[src/rcf_pkg.sv]
// Shared constants and types for the reset cause flag bank
package rcf_pkg;

   ////////////////////////////////////////////////////////////////////////////
   // Bus geometry
   localparam int RCF_AW = 4;
   localparam int RCF_DW = 32;
   localparam int RCF_RW = 8;
   localparam int RCF_NF = 6;
   localparam int RCF_CW = 2;

   ////////////////////////////////////////////////////////////////////////////
   // Register byte offsets
   localparam logic [3:0] RCF_OFS_FLAGS = 4'h0;
   localparam logic [3:0] RCF_OFS_CFG   = 4'h4;

   ////////////////////////////////////////////////////////////////////////////
   // Flag index within the flag vector
   localparam int FI_BOR = 0;
   localparam int FI_POR = 1;
   localparam int FI_RI  = 2;
   localparam int FI_PIN = 3;
   localparam int FI_UNF = 4;
   localparam int FI_OVF = 5;

   // Register bit position of each flag, by flag index
   localparam logic [5:0][2:0] RCF_POS =
      {3'h7, 3'h6, 3'h3, 3'h2, 3'h1, 3'h0};

   // Unimplemented field
   localparam int RCF_RSV_HI = 5;
   localparam int RCF_RSV_LO = 4;

   ////////////////////////////////////////////////////////////////////////////
   // Flag load values, index order ovf unf pin ri por bor
   localparam logic [5:0] RCF_RST_FLAGS = 6'h0d;
   localparam logic [5:0] RCF_BOR_MASK  = 6'h3d;
   localparam logic [5:0] RCF_BOR_VAL   = 6'h0c;
   localparam logic [5:0] RCF_SRC_VAL   = 6'h30;

   ////////////////////////////////////////////////////////////////////////////
   // Configuration register fields
   localparam int          RCF_CFG_STK = 0;
   localparam int          RCF_CFG_PIN = 1;
   localparam logic [1:0]  RCF_CFG_RST = 2'h3;

   ////////////////////////////////////////////////////////////////////////////
   // Types
   typedef struct packed {
      logic borRst;
      logic resetInstr;
      logic stackOvf;
      logic stackUnf;
   } rcf_evt_t;

   typedef struct packed {
      logic        read;
      logic        write;
      logic [3:0]  address;
      logic [3:0]  byteenable;
      logic [31:0] writedata;
   } rcf_avreq_t;

   typedef enum logic [1:0] {RS_RUN, RS_PULSE, RS_PIN} rcf_rst_state_t;

endpackage

[src/rcf_flag_cell.sv]
// One reset cause flag with hardware priority over firmware
`timescale 1ns/1ns

module rcf_flag_cell
   import rcf_pkg::*;
#(
   parameter logic RST_VAL = 1'b0
)
(
   // Clock and reset
   input  wire logic mclk,
   input  wire logic rstn,
   // Hardware update
   input  wire logic hwEv,
   input  wire logic hwVal,
   // Firmware update
   input  wire logic swWr,
   input  wire logic swVal,
   // Flag
   output logic      flag
);

   logic next_flag;

   ////////////////////////////////////////////////////////////////////////////
   // Next value
   assign next_flag = hwEv ? hwVal : (swWr ? swVal : flag);

   always_ff @(posedge mclk) begin
      if (!rstn) begin
         flag <= RST_VAL;
      end else begin
         flag <= next_flag;
      end
   end
endmodule // rcf_flag_cell

[src/rcf_reset_ctrl.sv]
// System reset request and pin hold sequencer
`timescale 1ns/1ns

module rcf_reset_ctrl
   import rcf_pkg::*;
(
   // Clock and reset
   input  wire logic mclk,
   input  wire logic rstn,
   // Sources
   input  wire logic pinActive,
   input  wire logic trig,
   // Request
   output logic      sysResetOut
);

   rcf_rst_state_t state;
   rcf_rst_state_t next_state;
   logic           next_sysReset;

   ////////////////////////////////////////////////////////////////////////////
   // Sequencer
   always_comb begin
      next_state = state;
      case (state)
         RS_RUN: begin
            if (pinActive) begin
               next_state = RS_PIN;
            end else if (trig) begin
               next_state = RS_PULSE;
            end
         end
         RS_PULSE: begin
            next_state = pinActive ? RS_PIN : RS_RUN;
         end
         RS_PIN: begin
            if (!pinActive) begin
               next_state = RS_RUN;
            end
         end
         default: begin
            next_state = RS_RUN;
         end
      endcase
   end

   assign next_sysReset = (next_state != RS_RUN);

   always_ff @(posedge mclk) begin
      if (!rstn) begin
         state       <= RS_RUN;
         sysResetOut <= 1'b0;
      end else begin
         state       <= next_state;
         sysResetOut <= next_sysReset;
      end
   end
endmodule // rcf_reset_ctrl

[src/rcf_top.sv]
// Reset cause flag register bank with Avalon-MM slave
`timescale 1ns/1ns

////////////////////////////////////////////////////////////////////////////////
module rcf_top
   import rcf_pkg::*;
(
   // Clock and reset
   input  wire logic              mclk,
   input  wire logic              rstn,
   // Avalon-MM slave
   input  wire logic [RCF_AW-1:0] avs_address,
   input  wire logic              avs_read,
   input  wire logic              avs_write,
   input  wire logic [3:0]        avs_byteenable,
   input  wire logic [RCF_DW-1:0] avs_writedata,
   output logic      [RCF_DW-1:0] avs_readdata,
   output logic                   avs_waitrequest,
   // Reset sources
   input  wire rcf_evt_t          hwEvtIn,
   input  wire logic              extResetPinN,
   // Reset request
   output logic                   sysResetOut
);

   ////////////////////////////////////////////////////////////////////////////
   // Declarations
   rcf_avreq_t              req;
   logic                    reqAny;
   logic                    ack;
   logic                    next_ack;
   logic                    wrAccept;
   logic                    selFlags;
   logic                    selCfg;
   logic                    lane0;
   logic                    flagWr;
   logic                    cfgWr;
   logic [RCF_DW-1:0]       rdData;
   logic [RCF_DW-1:0]       next_rdData;
   logic [RCF_CW-1:0]       cfgReg;
   logic [RCF_CW-1:0]       next_cfgReg;
   logic                    stkEn;
   logic                    pinEn;
   logic                    pinActive;
   logic                    borLoad;
   logic                    stkOvfEv;
   logic                    stkUnfEv;
   logic                    resetTrig;
   logic [RCF_NF-1:0]       srcEv;
   logic [RCF_NF-1:0]       hwEv;
   logic [RCF_NF-1:0]       hwVal;
   logic [RCF_NF-1:0]       wrVal;
   logic [RCF_NF-1:0]       flags;
   logic [RCF_RW-1:0]       regBits;
   logic [RCF_DW-1:0]       flagsWord;
   logic [RCF_DW-1:0]       cfgWord;

   ////////////////////////////////////////////////////////////////////////////
   // Bus request carrier
   assign req.read       = avs_read;
   assign req.write      = avs_write;
   assign req.address    = avs_address;
   assign req.byteenable = avs_byteenable;
   assign req.writedata  = avs_writedata;

   ////////////////////////////////////////////////////////////////////////////
   // Handshake: one wait cycle, answer on the second
   assign reqAny          = req.read | req.write;
   assign next_ack        = reqAny & ~ack;
   assign avs_waitrequest = reqAny & ~ack;
   assign wrAccept        = req.write & ack;

   always_ff @(posedge mclk) begin
      if (!rstn) begin
         ack <= 1'b0;
      end else begin
         ack <= next_ack;
      end
   end

   ////////////////////////////////////////////////////////////////////////////
   // Address decode
   assign selFlags = (req.address == RCF_OFS_FLAGS);
   assign selCfg   = (req.address == RCF_OFS_CFG);
   assign lane0    = req.byteenable[0];
   assign flagWr   = wrAccept & selFlags & lane0;
   assign cfgWr    = wrAccept & selCfg & lane0;

   ////////////////////////////////////////////////////////////////////////////
   // Read data
   assign flagsWord = {{(RCF_DW-RCF_RW){1'b0}}, regBits};
   assign cfgWord   = {{(RCF_DW-RCF_CW){1'b0}}, cfgReg};

   assign next_rdData = !(req.read & ~ack) ? rdData :
                        selFlags ? flagsWord :
                        selCfg ? cfgWord :
                        {RCF_DW{1'b0}};

   always_ff @(posedge mclk) begin
      if (!rstn) begin
         rdData <= {RCF_DW{1'b0}};
      end else begin
         rdData <= next_rdData;
      end
   end

   assign avs_readdata = rdData;

   ////////////////////////////////////////////////////////////////////////////
   // Configuration register
   assign next_cfgReg = cfgWr ? req.writedata[RCF_CW-1:0] : cfgReg;

   always_ff @(posedge mclk) begin
      if (!rstn) begin
         cfgReg <= RCF_CFG_RST;
      end else begin
         cfgReg <= next_cfgReg;
      end
   end

   assign stkEn = cfgReg[RCF_CFG_STK];
   assign pinEn = cfgReg[RCF_CFG_PIN];

   ////////////////////////////////////////////////////////////////////////////
   // Hardware reset sources
   assign pinActive = pinEn & ~extResetPinN;
   assign borLoad   = hwEvtIn.borRst;
   assign stkOvfEv  = hwEvtIn.stackOvf & stkEn;
   assign stkUnfEv  = hwEvtIn.stackUnf & stkEn;
   assign resetTrig = borLoad | hwEvtIn.resetInstr | stkOvfEv | stkUnfEv;

   assign srcEv[FI_OVF] = stkOvfEv;
   assign srcEv[FI_UNF] = stkUnfEv;
   assign srcEv[FI_PIN] = pinActive;
   assign srcEv[FI_RI]  = hwEvtIn.resetInstr;
   assign srcEv[FI_POR] = 1'b0;
   assign srcEv[FI_BOR] = 1'b0;

   // Brown-out load outranks single sources
   assign hwEv  = srcEv | ({RCF_NF{borLoad}} & RCF_BOR_MASK);
   assign hwVal = borLoad ? RCF_BOR_VAL : RCF_SRC_VAL;

   ////////////////////////////////////////////////////////////////////////////
   // Flag cells and register image
   assign regBits[RCF_RSV_HI:RCF_RSV_LO] = 2'h0;

   generate
      for (genvar i = 0; i < RCF_NF; i++) begin : gFlag
         assign wrVal[i] = req.writedata[RCF_POS[i]];

         rcf_flag_cell #(
            .RST_VAL (RCF_RST_FLAGS[i])
         ) uCell (
            .mclk  (mclk),
            .rstn  (rstn),
            .hwEv  (hwEv[i]),
            .hwVal (hwVal[i]),
            .swWr  (flagWr),
            .swVal (wrVal[i]),
            .flag  (flags[i])
         );

         assign regBits[RCF_POS[i]] = flags[i];
      end
   endgenerate

   ////////////////////////////////////////////////////////////////////////////
   // Reset request sequencer
   rcf_reset_ctrl uRst (
      .mclk        (mclk),
      .rstn        (rstn),
      .pinActive   (pinActive),
      .trig        (resetTrig),
      .sysResetOut (sysResetOut)
   );
endmodule // rcf_top

[config.mk]
export PLATFORM = sky130hd
export DESIGN_NAME = rcf_top
export DESIGN_NICKNAME = d
export VERILOG_FILES = /design/src/rcf_pkg.sv /design/src/rcf_flag_cell.sv /design/src/rcf_reset_ctrl.sv /design/src/rcf_top.sv
export SDC_FILE = /design/constraint.sdc
export NUM_CORES = 1
export LEC_CHECK = 0
export BUFFER_PORTS_ARGS = -buffer_cell sky130_fd_sc_hd__clkbuf_2
export CELL_PAD_IN_SITES_DETAIL_PLACEMENT = 0
export CELL_PAD_IN_SITES_GLOBAL_PLACEMENT = 2
export CORE_ASPECT_RATIO = 0.7
export CORE_UTILIZATION = 20
export DETAILED_ROUTE_END_ITERATION = 8
export HOLD_SLACK_MARGIN = 0.15
export PLACE_DENSITY = 0.81
export SETUP_SLACK_MARGIN = 0.1
export SLEW_MARGIN = 20
export SYNTH_ARGS = -nofsm -noshare
export SYNTH_HDL_FRONTEND = slang
export SYNTH_SLANG_ARGS = --single-unit
[constraint.sdc]
create_clock -name mclk -period 3.2 [get_ports mclk]
set_input_delay 0.48 -clock mclk [delete_from_list [all_inputs] [get_ports mclk]]
set_output_delay 0.48 -clock mclk [all_outputs]
set_load 0.1 [all_outputs]
Yosys cells after proc, flatten, opt, wreduce, memory -nomap -nowiden
Index checks and enable logic that the tools add are counted.
Storage, ports and cells
  bits in registers: 44
Cells by class
  reductions and logical operators: 9
  equal/unequal tests: 3
  mux-type cells: 20
  bitwise gates (word level): 17
Operators by type and width (count)
  $reduce_bool A2 Y1: 7
  $mux W1: 12
  $and A1 B1 Y1: 10
  $mux W2: 5
  $mux W8: 1
  $mux W6: 1
  $or A6 B6 Y6: 1
  $pmux W2 S3: 1
  $eq A4 B3 Y1 const B: 1
  $logic_not A4 Y1: 1
  $or A1 B1 Y1: 4
  $eq A2 B1 Y1 const B: 1
  $eq A2 B2 Y1 const B: 1
  $logic_not A2 Y1: 1
  $not A1 Y1: 2

Longest topological paths before layout
  depth in word-level cells: 7
  depth in mapped cells: 4

Modules after synthesis
Synthesis repeated with hierarchy kept, for this count alone.
Unflattened totals
  cells, all modules: 119
  area total of the unflattened synthesis: 1076.0 um2
By module, submodules not included
  rcf_top: area an instance 676.9 um2, cells an instance 82, instances 1, seq. area each 180.2 um2
  rcf_flag_cell (gFlag[0].uCell ...): area an instance 48.8 um2, cells an instance 5, instances 3, seq. area each 20.0 um2
  rcf_flag_cell (gFlag[1].uCell ...): area an instance 47.5 um2, cells an instance 4, instances 3, seq. area each 20.0 um2
  rcf_reset_ctrl: area an instance 110.1 um2, cells an instance 10, instances 1, seq. area each 60.1 um2

Worst setup path before layout
Ideal clock, no wire load.
  path type: input -> output
  start point: in avs_write
  end point: out avs_waitrequest
  arrival: 1.776 ns
  path buffers: 0
  data required time: 2.720 ns
  stages: 2
  path slack: 0.944 ns
  path through: nor2_1 -> nor2_1
Between the ends
  longest elaborated chain between the ends: 2
Ends and longest elaborated chain
  start: declaration: line rcf_top.sv:14  | input wire logic avs_write,
  $or A1 B1 Y1: line rcf_top.sv:68  | assign reqAny = req.read | req.write;
  $and A1 B1 Y1: line rcf_top.sv:70  | assign avs_waitrequest = reqAny & ~ack;
  end: declaration: line rcf_top.sv:18  | output logic avs_waitrequest,
No other way between the ends.

Worst setup path after layout
  start point: reg ack
  end point: out avs_waitrequest
Between the ends
  longest elaborated chain between the ends: 2
Ends and longest elaborated chain
  start: declaration: line rcf_top.sv:30  | logic ack;
  start signal: assignment: line rcf_top.sv:77  | ack <= next_ack;
  $not A1 Y1: line rcf_top.sv:70
  $and A1 B1 Y1: line rcf_top.sv:70
No other way between the ends.

==> impl_metrics.json <==
{
  "hpwl_um": 1780,
  "slew_headroom": 0.610,
  "hp-class": "reg2reg",
  "worst_pin_slew_ns": 0.580,
  "leakagePower_nw": 0.500,
  "power_w": 0.000629,
  "die_w_um": 85.7,
  "synthCells": 117,
  "routabilityCongestion": 0.756,
  "dieArea_sq_um": 5190,
  "fillCellCount": 525,
  "clock_path_buffers": 2,
  "antenna_left": 0,
  "synthArstFlopShare": 0,
  "fin_nets": 195,
  "grt_max_degree": 16,
  "drive_above_1_share": 0.234,
  "wl_met3_um": 135,
  "cp-start-kind": "flip-flop",
  "wl_met1_um": 1180,
  "placementRows": 20,
  "final_area_sq_um": 1140,
  "worstSkewPairLatency_ns": 0.26,
  "finalSetupTns_ns": 0,
  "layout_min_cycle_time_ns": 1.66,
  "powerDensity_nw_per_um2": 550,
  "final_cell_mix": "27 x clkbuf_2, 26 x conb_1, 18 x dfxtp_1",
  "netlist_area_sq_um": 981,
  "critical_path.max_fanout": 6,
  "cts_htree_levels": 1,
  "drc": 0,
  "ys.flop_type": "dfxtp_1",
  "cp_data_required_time_ns": 2.72,
  "pre_cts_ws_ns": 1.54,
  "grt_pass1_wl_um": 3500,
  "drt_iter0_drc": 24,
  "root_buffer": "clkbuf_8",
  "routed-wl-met2_um": 844,
  "fmax_mhz": 604,
  "io_pins": 83,
  "finalHoldWorstSlack_ns": 0.450,
  "cts_tree": "built",
  "dr.pass1.iters": 4,
  "status": "finished, final reports clean",
  "worstSetupPathType": "reg2out",
  "slew_violations": 0,
  "antenna_found_initial": 0,
  "via_count": 800,
  "numCtsBuffers": 3,
  "coreArea_sq_um": 4530,
  "area_delta_synth_final_pct": 16.6,
  "grt_pass1_vias": 704,
  "timing.final.ws_setup_ns": 1.54,
  "finClkSkew_ns": 0.00305,
  "setup_violations": 0,
  "top_layer": "met4",
  "vias_per_cell": 3.79,
  "clkTransAtPathRegs_ns": 0.07,
  "ir_drop_mv": 0.162,
  "cp-end-kind": "output pin",
  "grt_use_total": 0.0897,
  "grt-ovfl-total": 0,
  "cts_resized": 0,
  "initial_core_util": 0.217,
  "hold_viol_final": 0,
  "postPlaceCellArea_sq_um": 1090,
  "synth_edf_count": 0,
  "ys_ff_latch": 18,
  "mostFrequentLayoutCell": "clkbuf_2",
  "die_h_um": 60.6,
  "wl_per_cell_um": 10.3,
  "antenna_cells": 0,
  "yosysSeqAreaShare": 0.367,
  "cap_viol_max_count": 0,
  "synth_cell_type_count": 29,
  "finalCritPeriodShare": 0.518,
  "cts_sinks": 18,
  "holdBufCountCts": 0,
  "ys.warnings.count": 0,
  "post_cts_buffers": 0,
  "numPortBuffers": 27,
  "worstPathArrival_ns": 1.18,
  "synth.avg_cell_area_sq_um": 8.38,
  "rsz0062_at_grt": "no",
  "drt_wl_total_um": 2170
}
final timing paths:
check / from / to / slack, ns / cells after the start
setup / recovery: ack$_SDFF_PN0_ / avs_waitrequest / 1.54 / 2
hold / removal: avs_readdata[6]$_SDFFE_PN0P_ / avs_readdata[6]$_SDFFE_PN0P_ / 0.45 / 2
setup reg to reg: ack$_SDFF_PN0_ / cfgReg[0]$_SDFFE_PN1P_ / 1.92 / 3
hold reg to reg: avs_readdata[6]$_SDFFE_PN0P_ / avs_readdata[6]$_SDFFE_PN0P_ / 0.45 / 2
worst max-delay path, cell delays in order, from the launching register on:
cell	delay (ns)
dfxtp_1	0.35
nor2_1	0.11
clkbuf_2	0.46
cell usage after synthesis, types with 2 or more instances:
library cell	instances	area, sq um
inv_1	3	11.3
nand2_1	9	33.8
nor3_1	2	10.0
nand3_1	10	50.1
o311ai_1	2	17.5
nand4b_1	2	17.5
and3_1	2	12.5
mux2_1	2	22.5
nor2b_1	2	12.5
o21ai_1	4	20.0
nand2b_1	3	18.8
a31oi_1	2	12.5
dfxtp_1	18	360
a21oi_1	8	40.0
nor2_1	8	30.0
buf_4	26	195
mux2i_1	2	20.0
state kept, by name (all words and copies together), names as in the netlist:
register / cells
cfgReg: 2
ack: 1
uRst.state: 2
gFlag.uCell.flag: 6
uRst.sysResetOut: 1
avs_readdata: 6
per-layer routing:
layer | up-vias | track usage
met1 | 353 | 0.129
met2 | 30 | 0.125
met4 | 0 | 0.0214
met5 | - | 0
met3 | 2 | 0.0354
li1 | 415 | -
through the flow:
step                utilization  std cells
floorplan                     -        142
global placement          0.240        207
detailed placement        0.240        207
CTS                       0.252        211
global route              0.252        211
finish                    0.252        211
cell families after synthesis:
kind of cell / synth area share
muxes: 0.0434
DFF: 0.367
and+or+nand+nor: 0.244
other: 0.00382
AOI/OAI and AO/OA: 0.122
buffers and inverters: 0.219
area by class of cell:
cell class | count | area [sq um] | area share
Clock buffer | 4 | 55.1 | 0.0481
Tap cell | 66 | 82.6 | 0.0722
Inverter | 3 | 11.3 | 0.00985
Multi-Input combinational cell | 93 | 499 | 0.437
Sequential cell | 18 | 360 | 0.315
Timing Repair Buffer | 27 | 135 | 0.118
power breakdown:
group / switching (W) / internal [W] / total, W
combinational: 0.000183 / 0.0000216 / 0.000205
clock: 0.0000779 / 0.000109 / 0.000187
sequential: 0.00000472 / 0.000232 / 0.000237
Power figures use the tool's default switching activity.
